`config.mk`:
```
export PLATFORM = sky130hd
export DESIGN_NAME = rtow_timer
export DESIGN_NICKNAME = d
export VERILOG_FILES = /design/src/inc/rtow_pkg.sv /design/src/logic/rtow_timer.sv
export VERILOG_INCLUDE_DIRS = /design/src /design/src/inc
export SDC_FILE = /design/constraint.sdc
export NUM_CORES = 1
export LEC_CHECK = 0
export ABC_AREA = 1
export ABC_CLOCK_PERIOD_IN_PS = 2550
export BUFFER_PORTS_ARGS = -buffer_cell sky130_fd_sc_hd__buf_2
export CAP_MARGIN = 20
export CORE_ASPECT_RATIO = 2
export CORE_MARGIN = 10
export CORE_UTILIZATION = 55
export CTS_BUF_LIST = sky130_fd_sc_hd__clkbuf_16
export DETAILED_ROUTE_END_ITERATION = 10
export PLACE_DENSITY = 0.83
export SYNTH_ARGS = -nofsm -noshare
export SYNTH_HDL_FRONTEND = slang
export SYNTH_SLANG_ARGS = --single-unit
```
`constraint.sdc`:
```
create_clock -name clock -period 2.55 [get_ports clock]
set_input_delay 0.255 -clock clock [delete_from_list [all_inputs] [get_ports clock]]
set_output_delay 0.255 -clock clock [all_outputs]
set_load 0.01 [all_outputs]
```
`src/inc/rtow_cfg.svh`:
```
// Constants for the reload timer with one-shot and waveform modes
`ifndef RTOW_CFG_SVH
`define RTOW_CFG_SVH
`define RTOW_A_CTRL 3'h0
`define RTOW_A_OSCTL 3'h1
`define RTOW_A_IOC 3'h2
`define RTOW_A_MODE 3'h3
`define RTOW_A_PRE 3'h4
`define RTOW_A_SEC 3'h5
`define RTOW_A_PRI 3'h6
`define RTOW_A_PORT 3'h7
`define RTOW_B_START 0
`define RTOW_B_CSTF 1
`define RTOW_B_FSTOP 2
`define RTOW_B_OSST 0
`define RTOW_B_OSSP 1
`define RTOW_B_OSSTF 2
`define RTOW_B_TRGEN 0
`define RTOW_B_PDIR 0
`define RTOW_B_PDAT 1
`define RTOW_RST_BYTE 8'hFF
`define RTOW_ZERO 8'h00
`define RTOW_SRC_DIV 4'h3
`endif

```
`src/inc/rtow_pkg.sv`:
```
// Types for the reload timer with one-shot and waveform modes
package rtow_pkg;
  typedef enum logic [1:0] {
    RTOW_TIMER,
    RTOW_WAVE,
    RTOW_ONESHOT,
    RTOW_WAIT_ONESHOT
  } rtow_mode_t;
  typedef enum logic [1:0] {
    RTOW_IDLE,
    RTOW_PRIMARY,
    RTOW_SECONDARY
  } rtow_phase_t;
endpackage : rtow_pkg

```
`src/logic/rtow_timer.sv`:
```
// Prescaler plus reload counter timer with one-shot and waveform modes
`timescale 1ns/1ps
`default_nettype none
`include "rtow_cfg.svh"
module rtow_timer
  import rtow_pkg::*;
(
  input wire logic clock,
  input wire logic arst_n,
  input wire logic [2:0] addr,
  input wire logic [7:0] wdata,
  input wire logic wr,
  input wire logic rd,
  output logic [7:0] rdata,
  input wire logic external_trigger_pin,
  output logic waveform_output_pin,
  output logic underflow_pulse
);
  // Count source: one enable pulse every RTOW_SRC_DIV+1 clocks
  logic [3:0] div_q, div_d;
  logic src_en;
  assign src_en = (div_q == `RTOW_SRC_DIV);
  always_comb begin
    div_d = src_en ? 4'h0 : 4'(div_q + 4'h1);
  end

  logic start_q, start_d, cstf_q, cstf_d, sync1_q, sync1_d;
  logic fstop_q, fstop_d;
  logic osreq_q, osreq_d, osstop_q, osstop_d, ossync_q, ossync_d, osstf_q, osstf_d;
  logic trgen_q, trgen_d, pdir_q, pdir_d, pdat_q, pdat_d;
  logic [1:0] mode_q, mode_d;
  logic [7:0] pre_q, pre_d, sec_q, sec_d, pri_q, pri_d;
  logic [7:0] pcnt_q, pcnt_d, cnt_q, cnt_d;
  rtow_phase_t ph_q, ph_d;
  logic wave_q, wave_d, uf_q, uf_d;
  logic [7:0] rdata_d;
  logic trig_q, trig_d;
  rtow_mode_t mode;
  logic oneshot_mode, pre_uf, cnt_uf, run, stop_reload;

  assign mode = rtow_mode_t'(mode_q);
  assign oneshot_mode = (mode == RTOW_ONESHOT) || (mode == RTOW_WAIT_ONESHOT);
  // Counting runs only once the status flag has followed the start bit
  // A pending one-shot stop freezes the reloaded count until status falls
  assign run = cstf_q && !fstop_q && (!oneshot_mode || (osstf_q && !osstop_q));
  assign pre_uf = run && src_en && (pcnt_q == `RTOW_ZERO);
  assign cnt_uf = pre_uf && (cnt_q == `RTOW_ZERO);

  always_comb begin
    start_d = start_q;
    fstop_d = fstop_q;
    mode_d = mode_q;
    trgen_d = trgen_q;
    pdir_d = pdir_q;
    pdat_d = pdat_q;
    pre_d = pre_q;
    sec_d = sec_q;
    pri_d = pri_q;
    osreq_d = osreq_q;
    osstop_d = osstop_q;
    stop_reload = 1'b0;
    if (wr) begin
      case (addr)
        `RTOW_A_CTRL: begin
          start_d = wdata[`RTOW_B_START];
          fstop_d = wdata[`RTOW_B_FSTOP];
          if (!wdata[`RTOW_B_START] && oneshot_mode) begin
            stop_reload = 1'b1;
          end
        end
        `RTOW_A_OSCTL: begin
          // Stop wins when start and stop bits are written together; either result is legal
          if (wdata[`RTOW_B_OSST]) begin
            osreq_d = 1'b1;
            osstop_d = 1'b0;
          end
          if (wdata[`RTOW_B_OSSP]) begin
            osstop_d = 1'b1;
            osreq_d = 1'b0;
            stop_reload = 1'b1;
          end
        end
        `RTOW_A_IOC: trgen_d = wdata[`RTOW_B_TRGEN];
        `RTOW_A_MODE: mode_d = wdata[1:0];
        `RTOW_A_PRE: pre_d = wdata;
        `RTOW_A_SEC: sec_d = wdata;
        `RTOW_A_PRI: pri_d = wdata;
        `RTOW_A_PORT: begin
          pdir_d = wdata[`RTOW_B_PDIR];
          pdat_d = wdata[`RTOW_B_PDAT];
        end
        default: begin
        end
      endcase
    end
    if (trig_q && trgen_q && oneshot_mode && !osstf_q) begin
      osreq_d = 1'b1;
    end
    // Forced stop in waveform mode restores the prescaler and primary period registers
    if (fstop_d && mode == RTOW_WAVE) begin
      pre_d = `RTOW_RST_BYTE;
      pri_d = `RTOW_RST_BYTE;
    end
  end

  // Status flags follow requests through a two-stage source-cycle sync
  always_comb begin
    sync1_d = sync1_q;
    cstf_d = cstf_q;
    ossync_d = ossync_q;
    osstf_d = osstf_q;
    if (src_en) begin
      sync1_d = start_q;
      cstf_d = sync1_q;
      ossync_d = osreq_q ? 1'b1 : (osstop_q ? 1'b0 : osstf_q);
      osstf_d = ossync_q;
    end
    if (fstop_q) begin
      sync1_d = 1'b0;
      cstf_d = 1'b0;
      ossync_d = 1'b0;
      osstf_d = 1'b0;
    end
  end

  // Counter, phase and waveform
  always_comb begin
    pcnt_d = pcnt_q;
    cnt_d = cnt_q;
    ph_d = ph_q;
    wave_d = wave_q;
    uf_d = 1'b0;
    if (fstop_q || stop_reload || !cstf_q) begin
      if (fstop_q || stop_reload || !start_q) begin
        pcnt_d = pre_q;
        cnt_d = pri_q;
        ph_d = RTOW_PRIMARY;
        wave_d = 1'b0;
      end
    end else if (run && src_en) begin
      pcnt_d = pre_uf ? pre_q : 8'(pcnt_q - 8'h01);
      if (pre_uf) begin
        cnt_d = 8'(cnt_q - 8'h01);
      end
      if (cnt_uf) begin
        uf_d = 1'b1;
        case (mode)
          RTOW_WAVE: begin
            ph_d = (ph_q == RTOW_PRIMARY) ? RTOW_SECONDARY : RTOW_PRIMARY;
            cnt_d = (ph_q == RTOW_PRIMARY) ? sec_q : pri_q;
            wave_d = (ph_q == RTOW_PRIMARY);
          end
          RTOW_WAIT_ONESHOT: begin
            ph_d = (ph_q == RTOW_PRIMARY) ? RTOW_SECONDARY : RTOW_PRIMARY;
            cnt_d = (ph_q == RTOW_PRIMARY) ? sec_q : pri_q;
            wave_d = (ph_q == RTOW_PRIMARY);
          end
          default: begin
            cnt_d = pri_q;
            wave_d = (mode == RTOW_ONESHOT);
          end
        endcase
      end
    end
  end

  logic os_done;
  assign os_done = oneshot_mode && cnt_uf &&
    ((mode == RTOW_ONESHOT) || (ph_q == RTOW_SECONDARY));
  logic osreq_n, osstop_n;
  always_comb begin
    osreq_n = osreq_d;
    osstop_n = osstop_d;
    if (src_en && ossync_q) begin
      osreq_n = 1'b0;
    end
    if (os_done) begin
      osstop_n = 1'b1;
      osreq_n = 1'b0;
    end
    if (src_en && !ossync_q && osstop_q && !osreq_q) begin
      osstop_n = 1'b0;
    end
  end

  // Reads take each byte separately; no latch ties prescaler to counter
  always_comb begin
    trig_d = external_trigger_pin;
    rdata_d = 8'h00;
    if (rd) begin
      case (addr)
        `RTOW_A_CTRL: begin
          rdata_d[`RTOW_B_START] = start_q;
          rdata_d[`RTOW_B_CSTF] = cstf_q;
          rdata_d[`RTOW_B_FSTOP] = fstop_q;
        end
        `RTOW_A_OSCTL: rdata_d[`RTOW_B_OSSTF] = osstf_q;
        `RTOW_A_IOC: rdata_d[`RTOW_B_TRGEN] = trgen_q;
        `RTOW_A_MODE: rdata_d[1:0] = mode_q;
        `RTOW_A_PRE: rdata_d = pcnt_q;
        `RTOW_A_SEC: rdata_d = sec_q;
        `RTOW_A_PRI: rdata_d = cnt_q;
        `RTOW_A_PORT: begin
          rdata_d[`RTOW_B_PDIR] = pdir_q;
          rdata_d[`RTOW_B_PDAT] = pdir_q ? pdat_q : wave_q;
        end
        default: rdata_d = 8'h00;
      endcase
    end
  end

  always_ff @(posedge clock or negedge arst_n) begin
    if (!arst_n) begin
      div_q <= 4'h0;
      start_q <= 1'b0;
      cstf_q <= 1'b0;
      sync1_q <= 1'b0;
      fstop_q <= 1'b0;
      osreq_q <= 1'b0;
      osstop_q <= 1'b0;
      ossync_q <= 1'b0;
      osstf_q <= 1'b0;
      trgen_q <= 1'b0;
      pdir_q <= 1'b0;
      pdat_q <= 1'b0;
      mode_q <= 2'h0;
      pre_q <= `RTOW_RST_BYTE;
      sec_q <= `RTOW_RST_BYTE;
      pri_q <= `RTOW_RST_BYTE;
      pcnt_q <= `RTOW_RST_BYTE;
      cnt_q <= `RTOW_RST_BYTE;
      ph_q <= RTOW_PRIMARY;
      wave_q <= 1'b0;
      uf_q <= 1'b0;
      rdata <= 8'h00;
      trig_q <= 1'b0;
    end else begin
      div_q <= div_d;
      start_q <= start_d;
      cstf_q <= cstf_d;
      sync1_q <= sync1_d;
      fstop_q <= fstop_d;
      osreq_q <= osreq_n;
      osstop_q <= osstop_n;
      ossync_q <= ossync_d;
      osstf_q <= osstf_d;
      trgen_q <= trgen_d;
      pdir_q <= pdir_d;
      pdat_q <= pdat_d;
      mode_q <= mode_d;
      pre_q <= pre_d;
      sec_q <= sec_d;
      pri_q <= pri_d;
      pcnt_q <= pcnt_d;
      cnt_q <= cnt_d;
      ph_q <= ph_d;
      wave_q <= wave_d;
      uf_q <= uf_d;
      rdata <= rdata_d;
      trig_q <= trig_d;
    end
  end

  assign waveform_output_pin = wave_q;
  assign underflow_pulse = uf_q;

  a_reset_stopped: assert property (@(posedge clock) disable iff (!arst_n)
    !start_q && !sync1_q && !cstf_q |=> !run) else $error("timer runs without start bit");
  a_start_lag: assert property (@(posedge clock) disable iff (!arst_n)
    $rose(start_q) && !fstop_q |-> !cstf_q [*2]) else $error("status rose too early");
  a_start_bound: assert property (@(posedge clock) disable iff (!arst_n)
    $rose(start_q) && !fstop_q ##1 (start_q && !fstop_q && !wr) [*8] |-> cstf_q)
    else $error("status did not rise in time");
  a_stop_lag: assert property (@(posedge clock) disable iff (!arst_n)
    $fell(start_q) && cstf_q && !fstop_q |=> cstf_q || fstop_q)
    else $error("status fell at once");
  a_fstop_now: assert property (@(posedge clock) disable iff (!arst_n)
    fstop_q |-> !run ##1 !cstf_q) else $error("forced stop did not halt");
  a_cnt_change: assert property (@(posedge clock) disable iff (!arst_n)
    run && !src_en && !stop_reload |=> $stable(cnt_q)) else $error("count moved off source");
  a_wave_reset: assert property (@(posedge clock) disable iff (!arst_n)
    fstop_q && mode == RTOW_WAVE |-> pri_q == `RTOW_RST_BYTE) else $error("period kept");
  a_os_reload: assert property (@(posedge clock) disable iff (!arst_n)
    stop_reload && !fstop_q |=> cnt_q == $past(pri_q)) else $error("no reload on stop");
  a_port_read: assert property (@(posedge clock) disable iff (!arst_n)
    rd && addr == `RTOW_A_PORT && !pdir_q |=> rdata[`RTOW_B_PDAT] == $past(wave_q))
    else $error("port read wrong");
  a_os_status: assert property (@(posedge clock) disable iff (!arst_n)
    wr && addr == `RTOW_A_OSCTL && wdata[`RTOW_B_OSST] && !osstf_q && !ossync_q && !fstop_q
    |=> !osstf_q)
    else $error("oneshot status too early");
endmodule : rtow_timer
`default_nettype wire

```
# Word-level counts from Yosys, hierarchy flattened
# Cells that the tools add are included.
dict set report totals {
  ff_bits 70
  in_bits 16
  output_inout_bits 10
  wordCells 170
}
dict set report op_classes {
  n_addsub 3
  n_eq_ne 14
  mux 67
  n_reduce_logical 63
}
# op count
set ops {}
lappend ops {{$mux W8} 18}
lappend ops {{$mux W1} 37}
lappend ops {{$logic_and A1 B1 Y1} 17}
lappend ops {{$logic_not A8 Y1} 2}
lappend ops {{$reduce_and A2 Y1} 8}
lappend ops {{$sub A8 B1 Y8 const B} 2}
lappend ops {{$pmux W5 S3} 1}
lappend ops {{$reduce_bool A2 Y1} 7}
lappend ops {{$eq A3 B3 Y1 const B} 4}
lappend ops {{$mux W2} 6}
lappend ops {{$reduce_and A3 Y1} 4}
lappend ops {{$reduce_bool A4 Y1} 3}
lappend ops {{$logic_not A1 Y1} 9}
lappend ops {{$reduce_bool A3 Y1} 3}
lappend ops {{$pmux W1 S7} 1}
lappend ops {{$eq A2 B2 Y1 const B} 3}
lappend ops {{$eq A3 B2 Y1 const B} 2}
lappend ops {{$logic_or A1 B1 Y1} 6}
lappend ops {{$pmux W1 S6} 1}
lappend ops {{$pmux W1 S5} 1}
lappend ops {{$reduce_bool A5 Y1} 1}
lappend ops {{$add A4 B1 Y4 const B} 1}
lappend ops {{$eq A2 B1 Y1 const B} 2}
lappend ops {{$eq A4 B2 Y1 const B} 1}
lappend ops {{7 further kinds} 7}

# Longest topological paths before layout
# Gate-level depths: netlist (run 1).
dict set report logic_depth {
  word_depth 12
  ltp_mapped 13
  ltp_nobuf 12
}

# Least setup slack after synthesis (run 1)
# Ideal clock, no wire load.
dict set report synth_path {
  path_type {register to register}
  from {reg cnt_q[0]}
  to {reg ph_q[1]}
  setup_ns 0.117
  arrival_ns 1.523
  required_ns 2.433
  path_slack_ns 0.909
  path_stages_with_launch 11
  path_buffers 1
  period_less_slack_ns 1.641
  cell_sequence {dfstp_2 inv_1 ha_1 nand3_1 nor2_2 nand3_1 buf_4 nand2_1 nand3_1 nand2_1 nand2_1}
}
dict set report synth_between {
  elab_chain_cells 4
}
# element line_no
set synth_rtl {}
lappend synth_rtl {{start: declaration} rtow_timer.sv:33} ;# logic [7:0] pcnt_q, pcnt_d, cnt_q, cnt_d;
lappend synth_rtl {{start signal: assignment} rtow_timer.sv:231} ;# cnt_q <= `RTOW_RST_BYTE;
lappend synth_rtl {{start signal: assignment} rtow_timer.sv:255} ;# cnt_q <= cnt_d;
lappend synth_rtl {{$logic_not A8 Y1 (no line)} --}
lappend synth_rtl {{$logic_and A1 B1 Y1} rtow_timer.sv:47} ;# assign cnt_uf = pre_uf && (cnt_q == `RTOW_ZERO);
lappend synth_rtl {{$reduce_bool A2 Y1 (no line)} --}
lappend synth_rtl {{$reduce_and A4 Y1 (no line)} --}
lappend synth_rtl {{end signal: assignment} rtow_timer.sv:256} ;# ph_q <= ph_d;
lappend synth_rtl {{end: declaration} rtow_timer.sv:34} ;# rtow_phase_t ph_q, ph_d;
# No other way between the ends.
# A chain may end at the register's enable or synchronous reset.

# Worst setup path after layout (run 1)
dict set report layout_path {
  from {reg div_q[0]}
  to {reg osreq_q}
}
dict set report layout_between {
  elab_chain_cells 8
  elab_cells_between_ends 13
  classes_between {1 x eq/ne; 2 x mux; 10 x reduce/logical}
}
# element line_no
set layout_rtl {}
lappend layout_rtl {{start: declaration} rtow_timer.sv:20} ;# logic [3:0] div_q, div_d;
lappend layout_rtl {{start signal: assignment} rtow_timer.sv:238} ;# div_q <= div_d;
lappend layout_rtl {{$eq A4 B2 Y1 (no line) (*)} --}
lappend layout_rtl {{$logic_and A1 B1 Y1 (2 in a row)} rtow_timer.sv:46} ;# assign pre_uf = run && src_en && (pcnt_q == `RTOW_ZERO);
lappend layout_rtl {{$logic_and A1 B1 Y1} rtow_timer.sv:47}
lappend layout_rtl {{$logic_and A1 B1 Y1 (2 in a row)} rtow_timer.sv:168} ;# assign os_done = oneshot_mode && cnt_uf &&
lappend layout_rtl {{$reduce_bool A5 Y1 (no line) or $reduce_bool A4 Y1 (tied branches)} --}
lappend layout_rtl {{$reduce_and A3 Y1 (no line)} --}
lappend layout_rtl {{end signal: assignment} rtow_timer.sv:243} ;# osreq_q <= osreq_n;
lappend layout_rtl {{end: declaration} rtow_timer.sv:29} ;# logic osreq_q, osreq_d, osstop_q, osstop_d, ossync_q, ossync_d, osstf_q, osstf_d;
# Mark *: on every way between the ends. The rest lies on a longest branch, timed or not.

==> flow_metrics.tcl, run 1 <==
set metrics [dict create \
    syn_inst 554 \
    via_count 3786 \
    worst_pin_slew_ps 718 \
    finClkSkew_ps 4.02 \
    fin_setup_tns_ps 0 \
    synth.top_cells.by_count "190 x nand2_1, 74 x inv_1, 50 x nand3_1" \
    path_buf_inv 0 \
    initial_utilization_pct 56.4 \
    routed_wirelength_mm 10.7 \
    power_density_mw_per_mm2 1010 \
    synth_area_leader_cell "dfstp_2" \
    post-route-min-period_ps 2040 \
    synth_area_leaders "dfstp_2 26%, dfrtp_1 18%, nand2_1 17%" \
    fin_nets 608 \
    syn_nets 575 \
    ioPinCount 26 \
    globalplace.congestion 0.978 \
    grt_pass1_vias 3848 \
    dp_hpwl_mm 8.34 \
    cts_buffer_depth 2 \
    required_ps 2770 \
    drv_slew 0 \
    cts_tree "yes" \
    post-route-period-util_pct 80.1 \
    ys_seq_area_share_pct 44.0 \
    relSlewSlack_pct 52.1 \
    syn-cell-area_sq_mm 0.00410 \
    grt_max_degree 33 \
    n_antenna_cell 0 \
    root_buffer "clkbuf_16" \
    critPathMaxFanout 9 \
    drt_iter0_markers 240 \
    synth.most_common_cell "nand2_1" \
    ys.flop_type "dfstp_2" \
    worstHoldPathType "primary input to register" \
    post_cts_buffers 0 \
    cp_common_cell "nand2_1" \
    vdd.ir_drop.worst_v 0.000800 \
    synth.distinct_cells 35 \
    htree_levels 3 \
    slowest_delay_ps 380 \
    max_freq_mhz 490 \
    hold_violations 0 \
    async_flop_share_pct 100 \
    cpLargestDelayFamily "simple AND/OR/NAND/NOR gates" \
    path_class "register to register" \
    status "complete, no violations" \
    insertion_delay_ps 340 \
    wl_per_cell_microns 15.7 \
    drive_gt1_share_pct 20.3 \
    drtPass1Iterations 5 \
    synth-seq-cells 70 \
    core_sq_mm 0.00727 \
    final_core_util_pct 64.0 \
    groute.usage.overall_pct 19.8 \
    grt_antenna_before_repair 0 \
    port_buffers 25 \
    clkSinkCount 70 \
    finalSetupViolCount 0 \
    cp_cell_sequence "ha_1, nand2_1, nor2_1, nand3_1, nor2_4, nand3_1, nand2_1, nor2_1, nand2_1, o21ai_0" \
    dieWidth_microns 81.1 \
    grt_pass1_wl_mm 17.8 \
    vias_per_cell 5.54 \
    synth.top_cell.area_share_pct 26.3 \
    synth_edf_count 0 \
    postRouteAntennaNets 0 \
    fillers 660 \
    cts_made_buffers 9 \
    ys_warn_count 0 \
    drcViolationCount 0 \
    fp.dieArea_sq_mm 0.0115 \
    syn2layout_area_growth_pct 13.4 \
    die_h_microns 142 \
    leakage_nw 2.39 \
    critPathCaptureType "register" \
    startpoint_type "register" \
    clk_pin_slew_ps 50 \
    crit_arrival_ps 2260 \
    grt-ovfl-total 0 \
    rsz0062_at_grt "false" \
    cap_violations 0 \
    cpMaxStageDelayCell "dfrtp_1" \
    syn_area_per_cell_sq_um 7.40 \
    rows 44 \
]
[metrics by stage]
| stage | power (W) | hold WS, ps | setup WS [ps] | instances | area [sq um] |
|---|---|---|---|---|---|
| 2_1_floorplan | 0.00287 | -40.6 | 909 | 554 | 4100 |
| 3_3_place_gp | 0.00323 | 349 | 679 | 667 | 4310 |
| 3_5_place_dp | 0.00328 | 350 | 559 | 667 | 4310 |
| 4_1_cts | 0.00467 | 20.9 | 536 | 684 | 4650 |
| 5_1_grt | 0.00497 | 23.1 | 316 | 684 | 4650 |
| 6_report | 0.00468 | 24.2 | 508 | 684 | 4650 |
[metal layers]
metal | global-route usage (%) | wire, microns | vias up
li1 | - | - | 1828
met1 | 19.7 | 3890 | 1778
met2 | 34.0 | 5670 | 127
met3 | 4.68 | 481 | 53
met4 | 14.6 | 690 | 0
met5 | 0 | 0 | -
[power by group]
group          internal (W)  switching [W]  leakage (nW)
clock              0.000910       0.000463         0.168
combinational      0.000484       0.000927          1.41
sequential          0.00162       0.000271         0.812
total               0.00301        0.00166          2.39
[worst register-to-register path: stages (launching register included)]
cell	delay, ps
dfrtp_1	380
ha_1	200
nand2_1	70
nor2_1	220
nand3_1	200
nor2_4	270
nand3_1	250
nand2_1	130
nor2_1	50
nand2_1	60
o21ai_0	70
[layout make-up]
cell class	count	area [sq um]	area share, %
Multi-Input combinational cell	395	1930	41.5
Sequential cell	70	1800	38.8
Inverter	80	300	6.46
Clock buffer	10	250	5.38
Timing Repair Buffer	31	173	3.71
Tap cell	92	115	2.48
Clock inverter	6	81.3	1.75
[cell usage in the layout, fill, tap and decap left out, drive strengths merged]
cell | netlist | routed
a211oi | 1 | 1
nand2 | 199 | 199
a21oi | 4 | 4
clkinv | 1 | 4
o41ai | 1 | 1
buf | 7 | 30
dlygate4sd3 | 0 | 1
xnor2 | 2 | 2
or2 | 1 | 1
o21ai | 39 | 39
dfrtp | 29 | 29
o221ai | 6 | 6
a22oi | 2 | 2
o22ai | 6 | 6
inv | 79 | 80
clkbuf | 2 | 10
nand4 | 10 | 10
dfstp | 41 | 41
mux2 | 1 | 1
nor2 | 56 | 56
bufinv | 0 | 2
ha | 5 | 5
xor2 | 7 | 7
nor3 | 3 | 3
nand3 | 52 | 52
[kinds of logic (layout without fill, tap and decap cells)]
| logic type | after synthesis | after routing | share of synthesized area (%) |
|---|---|---|---|
| muxes | 1 | 1 | 0.275 |
| and+or+nand+nor | 321 | 321 | 34.7 |
| DFF | 70 | 70 | 44.0 |
| buffers and inverters | 89 | 127 | 9.00 |
| xor gates and xnor gates | 9 | 9 | 1.92 |
| adders and majority gates | 5 | 5 | 1.53 |
| AOI/OAI and AO/OA | 59 | 59 | 8.57 |
[path summary, 6_finish.rpt]
| kind | from | to | slack (ps) | cells after the start |
|---|---|---|---|---|
| max | div_q[0]$_DFF_PN0_ | osreq_q$_DFFE_PN0P_ | 510 | 10 |
| min | external_trigger_pin | trig_q$_DFF_PN0_ | 20 | 1 |
| max reg2reg | div_q[0]$_DFF_PN0_ | osreq_q$_DFFE_PN0P_ | 510 | 10 |
| min reg2reg | cnt_q[0]$_DFFE_PN1P_ | cnt_q[0]$_DFFE_PN1P_ | 470 | 2 |
| max in group asynchronous | arst_n | pcnt_q[4]$_DFFE_PN1P_ | 1230 | 3 |
| min in group asynchronous | arst_n | osstop_q$_DFFE_PN0P_ | 510 | 2 |
[state kept, by name, summed over array words and instances, names as in the netlist, 2 cells and up]
name and cells:
cnt_q 8, div_q 4, mode 2, pcnt_q 8, ph_q 2, pre_q 8, pri_q 8, rdata 8
sec_q 8
[repair_timing]
| item | in CTS | in global routing |
|---|---|---|
| setup endpoints to repair | 0 | 0 |
| hold buffers | 1 | 0 |
| endpoints found under the hold margin | 6 | 0 |
| resized for setup | 0 | 0 |
No activity file was read; power rests on OpenSTA's default activity.
==> run 2: changes to the inputs <==
--- a/config.mk
+++ b/config.mk
@@ -7,7 +7,7 @@
 export NUM_CORES = 1
 export LEC_CHECK = 0
 export ABC_AREA = 1
-export ABC_CLOCK_PERIOD_IN_PS = 2550
+export ABC_CLOCK_PERIOD_IN_PS = 1700
 export BUFFER_PORTS_ARGS = -buffer_cell sky130_fd_sc_hd__buf_2
 export CAP_MARGIN = 20
 export CORE_ASPECT_RATIO = 2
@@ -15,7 +15,7 @@
 export CORE_UTILIZATION = 55
 export CTS_BUF_LIST = sky130_fd_sc_hd__clkbuf_16
 export DETAILED_ROUTE_END_ITERATION = 10
-export PLACE_DENSITY = 0.83
+export PLACE_DENSITY = 0.86
 export SYNTH_ARGS = -nofsm -noshare
 export SYNTH_HDL_FRONTEND = slang
 export SYNTH_SLANG_ARGS = --single-unit
==> constraint.sdc (replaced) <==
create_clock -name clock -period 1.7 [get_ports clock]
set_input_delay 0.17 -clock clock [delete_from_list [all_inputs] [get_ports clock]]
set_output_delay 0.17 -clock clock [all_outputs]
set_load 0.01 [all_outputs]
==> run 2 against run 1 <==
Non-clock buffer count increased by 26. Global-route usage increased by 0.33 points. Combinational power increased by 79%. Total power increased by 55%. Utilization increased by 4.3 points. Clock skew increased by 2.9 ps. Cell count increased by 3.8%. Critical path type unchanged.
==> flow_metrics.tcl, run 2 (synthesis gave the netlist of run 1 again) <==
set metrics [dict create \
    finClkSkew_ps 6.94 \
    groute.usage.overall_pct 20.1 \
    cts_tree "yes" \
    postRouteAntennaNets 0 \
    leakage_nw 2.50 \
    final_common_cell "nand2_1" \
    drt_iter0_markers 332 \
    power_frac_seq_pct 38.6 \
    p_sw_share_pct 36.8 \
    clkSinkCount 70 \
    mostFrequentLayoutCells "186 x nand2_1, 72 x inv_1, 44 x nand3_1, 41 x dfstp_2, 40 x nor2_1" \
    grt_pass1_vias 3856 \
    grt_antenna_before_repair 0 \
    drcViolationCount 0 \
    fillers 605 \
    clockPowerShare_pct 26.5 \
    finalSetupViolCount 0 \
    rsz0062_at_grt "true" \
    drv_slew 0 \
    comb_power_share_pct 34.9 \
    n_antenna_cell 0 \
    grt-ovfl-total 0 \
    dieWidth_microns 81.1 \
    cpMaxStageDelayCell "dfrtp_1" \
    grt_max_degree 71 \
    whs_path_depth 3 \
    drive_gt1_share_pct 26.2 \
    critPathCaptureType "register" \
    syn2layout_area_growth_pct 21.0 \
    rows 44 \
    startpoint_type "register" \
    worstHoldPathType "primary input to register" \
    top_layer "met4" \
    final_core_util_pct 68.3 \
    insertion_delay_ps 340 \
    min_to "sec_q[7]$_DFFE_PN1P_" \
    hold_violations 0 \
    max_freq_mhz 598 \
    cp_common_cell "nor2_4" \
    slowest_delay_ps 350 \
    reg2reg_to "cnt_q[6]$_DFFE_PN1P_" \
    grt_pass1_wl_mm 18.0 \
    post-route-min-period_ps 1670 \
    reg2reg_slack_ps 30 \
    required_ps 1980 \
    die_h_microns 142 \
    cap_violations 0 \
    clk_pin_slew_ps 60 \
    vdd.ir_drop.worst_v 0.00100 \
    status "complete, no violations" \
    p_switching_w 0.00267 \
    cts_buffer_depth 2 \
    root_buffer "clkbuf_16" \
    globalplace.congestion 1.00 \
    dp_hpwl_mm 8.17 \
    port_buffers 25 \
    worst_hold_slack_ps 71.6 \
    met2_length_mm 6.11 \
    ioPinCount 26 \
    crit_arrival_ps 1960 \
    fp.dieArea_sq_mm 0.0115 \
    wl_per_cell_microns 16.0 \
    cpLargestDelayFamily "simple AND/OR/NAND/NOR gates" \
    dpl-instance-area_sq_mm 0.00445 \
    drt-met1-wl_mm 3.90 \
    power_density_mw_per_mm2 1460 \
    fin_ws_ps 28.0 \
    design_area_sq_mm 0.00496 \
    via_count 3916 \
    core_sq_mm 0.00727 \
    cp_cell_sequence "ha_2, nand2_2, nor2_4, nand3_4, nor2_4, nor2_4, nor2_4, nand3_1, nand2_1" \
    worst_pin_slew_ps 520 \
    cts_made_buffers 9 \
    relSlewSlack_pct 65.3 \
    fin_nets 634 \
    path_class "register to register" \
    critPathMaxFanout 8 \
    initial_utilization_pct 56.4 \
    htree_levels 3 \
    routed_wirelength_mm 11.3 \
    met3RoutedLength_microns 706 \
    drtPass1Iterations 6 \
    place_ws_ps -137 \
    path_buf_inv 0 \
    rr_startpoint "div_q[1]$_DFF_PN0_" \
    hp-start "wdata[7]" \
    reg2reg_depth 9 \
    vias_per_cell 5.52 \
    internal-power_w 0.00459 \
    post-route-period-util_pct 98.4 \
]
[run 2: routing by layer]
metal / vias up / track usage, %
met3: 57 / 4.30
met4: 0 / 12.2
met1: 1807 / 20.0
met2: 178 / 36.1
met5: - / 0
li1: 1874 / -
[run 2: final cells by class]
cell class                 instances  area [sq um]  share of cell area (%)
clock buffer                      10           250                    5.04
tap                               92           115                    2.32
sequential                        70          1800                    36.4
multi-input combinational        395          2040                    41.1
inverter                          80           303                    6.10
timing repair buffer              57           392                    7.89
clock inverter                     6          58.8                    1.19
[run 2: worst min-delay path, stage by stage]
cell and delay [ps]:
buf_2 100, inv_1 60, o21ai_0 80
[run 2: metrics by stage]
step / setup TNS (ps) / power, W / std cells
after floorplan: 0 / 0.00430 / 554
after global placement: -382 / 0.00501 / 684
after detailed placement: -652 / 0.00509 / 684
after CTS: -2.56 / 0.00706 / 705
after global routing: -416 / 0.00768 / 710
final: 0 / 0.00726 / 710
[run 2: worst max path at each step]
stage / to / depth (start not counted) / slack [ps] / from
6_report: cnt_q[6]$_DFFE_PN1P_ / 9 / 30 / div_q[1]$_DFF_PN0_
3_5_place_dp: osreq_q$_DFFE_PN0P_ / 10 / -140 / div_q[0]$_DFF_PN0_
4_1_cts: cnt_q[7]$_DFFE_PN1P_ / 9 / -3 / pcnt_q[1]$_DFFE_PN1P_
5_1_grt: cnt_q[3]$_DFFE_PN1P_ / 9 / -50 / div_q[0]$_DFF_PN0_
3_3_place_gp: osreq_q$_DFFE_PN0P_ / 10 / -110 / div_q[0]$_DFF_PN0_
2_1_floorplan: ph_q[1]$_DFFE_PN0P_ / 10 / 60 / cnt_q[0]$_DFFE_PN1P_
[run 2: power by group through the flow]
stage	Combinational, W	Clock [W]	Sequential, W
floorplan	0.00158	0	0.00272
global placement	0.00224	0	0.00277
detailed placement	0.00229	0	0.00280
CTS	0.00235	0.00194	0.00278
global route	0.00284	0.00199	0.00285
finish	0.00253	0.00193	0.00280
[run 2: repair_timing]
action / CTS / global route
hold endpoints to repair: 30 / 0
buffers inserted: 3 / 5
cloned: 0 / 1
gates resized for setup: 7 / 25
setup endpoints to repair: 15 / 21
pin swaps: 4 / 18
hold buffers: 2 / 0
==> run 3: changes to the inputs <==
--- a/config.mk
+++ b/config.mk
@@ -11,11 +11,11 @@
 export BUFFER_PORTS_ARGS = -buffer_cell sky130_fd_sc_hd__buf_2
 export CAP_MARGIN = 20
 export CORE_ASPECT_RATIO = 2
-export CORE_MARGIN = 10
-export CORE_UTILIZATION = 55
+export CORE_MARGIN = 2
+export CORE_UTILIZATION = 48
 export CTS_BUF_LIST = sky130_fd_sc_hd__clkbuf_16
 export DETAILED_ROUTE_END_ITERATION = 10
-export PLACE_DENSITY = 0.86
+export PLACE_DENSITY = 0.78
 export SYNTH_ARGS = -nofsm -noshare
 export SYNTH_HDL_FRONTEND = slang
 export SYNTH_SLANG_ARGS = --single-unit
==> run 3 against run 2 <==
Global-route usage is 4.6 points higher. Utilization is 7.8 points lower. Critical path depth is 2 higher. Worst setup slack better by 0.77 ps. First-iteration DRC count is 23% lower. Cell count is 1.3% higher. Sequential share of layout area is 0.39 points lower. Critical endpoint is now pcnt_q[0]$_DFFE_PN1P_. Highest routed layer unchanged.
==> flow_metrics.tcl, run 3 (synthesis gave the netlist of run 1 again) <==
set metrics [dict create \
    drv_slew 0 \
    rr_startpoint "pcnt_q[1]$_DFFE_PN1P_" \
    drcViolationCount 0 \
    initial_utilization_pct 49.4 \
    cap_violations 0 \
    final_core_util_pct 60.5 \
    critPathCaptureType "register" \
    clkSinkCount 70 \
    fin_ws_ps 28.8 \
    grt_max_degree 71 \
    insertion_delay_ps 340 \
    die_h_microns 135 \
    slowest_delay_ps 550 \
    n_antenna_cell 0 \
    path_class "register to register" \
    mostFrequentLayoutCells "185 x nand2_1, 74 x inv_1, 41 x dfstp_2, 39 x nand3_1, 38 x nor2_1" \
    grt_antenna_before_repair 0 \
    hold_violations 0 \
    post-route-period-util_pct 98.3 \
    clk_pin_slew_ps 50 \
    worst_pin_slew_ps 466 \
    drive_gt1_share_pct 27.7 \
    drtPass1Iterations 7 \
    critPathMaxFanout 7 \
    grt-ovfl-total 0 \
    cts_made_buffers 9 \
    dieWidth_microns 69.4 \
    status "complete, no violations" \
    startpoint_type "register" \
    cpMaxStageDelayCell "dfstp_2" \
    worstHoldPathType "primary input to register" \
    vias_per_cell 5.43 \
    hp-start "wdata[5]" \
    crit_arrival_ps 1940 \
    grt_pass1_vias 3861 \
    wl_per_cell_microns 15.4 \
    htree_levels 3 \
    cpLargestDelayFamily "simple AND/OR/NAND/NOR gates" \
    required_ps 1970 \
    cts_buffer_depth 2 \
    syn2layout_area_growth_pct 22.3 \
    vdd.ir_drop.worst_v 0.000890 \
    relSlewSlack_pct 68.8 \
    path_buf_inv 3 \
    routed_wirelength_mm 11.1 \
    finalSetupViolCount 0 \
    postRouteAntennaNets 0 \
    dp_hpwl_mm 8.19 \
    leakage_nw 2.54 \
    root_buffer "clkbuf_16" \
    cp_cell_sequence "inv_1, ha_2, nand3_2, inv_1, nand2_2, nor2_4, nor2_4, buf_6, nand2_1, nand3_2, nand2_1" \
    cts_tree "yes" \
    startpoint "pcnt_q[1]$_DFFE_PN1P_" \
    fin_nets 637 \
    port_buffers 25 \
    power_density_mw_per_mm2 1440 \
    drt_iter0_markers 255 \
    post-route-min-period_ps 1670 \
    rows 47 \
    max_freq_mhz 598 \
    via_count 3905 \
    rsz0062_at_grt "true" \
    final_common_cell "nand2_1" \
    ioPinCount 26 \
    finClkSkew_ps 5.71 \
    fp.dieArea_sq_mm 0.00934 \
    globalplace.congestion 1.00 \
    groute.usage.overall_pct 24.7 \
    core_sq_mm 0.00829 \
    place_ws_ps -148 \
    fillers 726 \
    grt_pass1_wl_mm 18.1 \
]
## run 3: cell types whose count changed in the layout (fill, tap and decap cells not counted), moves of 2 or more
cell     change
nor2_2       +2
o21ai_0      -2
ha_2         +2
nand3_2      +6
nand3_1      -5
inv_1        +2
inv_4        -2
buf_4        +3
nor2_1       -2
## run 3: power by group
part | switching [W] | leakage (nW) | internal [W]
combinational | 0.00158 | 1.58 | 0.000937
sequential | 0.000364 | 0.810 | 0.00243
clock | 0.000695 | 0.151 | 0.00120
## run 3: what timing repair did
action                                  4_1_cts  5_1_grt
hold buffers                                  2        0
pin swaps                                     8       22
buffers inserted                              8        6
hold endpoints to repair                     30        0
endpoints found under the setup margin       20       21
gates resized for setup                      12       30
## run 3: worst paths after layout
| kind | endpoint | slack, ps | cells after the start |
|---|---|---|---|
| setup / recovery | pcnt_q[0]$_DFFE_PN1P_ | 30 | 11 |
| hold / removal | sec_q[5]$_DFFE_PN1P_ | 70 | 3 |
| setup reg to reg | pcnt_q[0]$_DFFE_PN1P_ | 30 | 11 |
| hold reg to reg | cnt_q[1]$_DFFE_PN1P_ | 480 | 2 |
| max in group asynchronous | cnt_q[4]$_DFFE_PN1P_ | 980 | 3 |
| min in group asynchronous | pdir_q$_DFFE_PN0P_ | 380 | 3 |
## run 3: per-layer routing
layer / up-vias / global-route usage, % / share of wire [%]
met5: - / 0 / 0
met4: 0 / 21.1 / 8.6
met3: 64 / 4.10 / 3.8
met2: 141 / 42.9 / 51
met1: 1824 / 25.4 / 36
li1: 1876 / - / -
## run 3: area by class of cell
class	count	area (sq um)	area share [%]
clock buffers	10	250	4.99
clock inverters	6	52.6	1.05
inverters	80	300	5.99
multi-input cells	395	2060	41.2
flip-flops and latches	70	1800	36.0
well taps	98	123	2.45
repair buffers	60	420	8.38
## run 3: per-stage QoR
stage	total power (W)	cells	setup TNS (ps)	hold slack, ps	area (sq um)
after floorplan	0.00430	554	0	-126	4100
after CTS	0.00706	714	-1.38	79.9	4870
final	0.00720	719	0	72.5	5010
after detailed placement	0.00509	689	-605	221	4450
after global placement	0.00503	689	-178	212	4450
after global routing	0.00766	719	-373	104	5010
## run 3: worst register-to-register path, delay by kind of cell, from the launching register on
family	cells	cell delay, ps
adders and majority gates	1	180
and+or+nand+nor	7	610
buffers and inverters	3	280
DFF	1	550
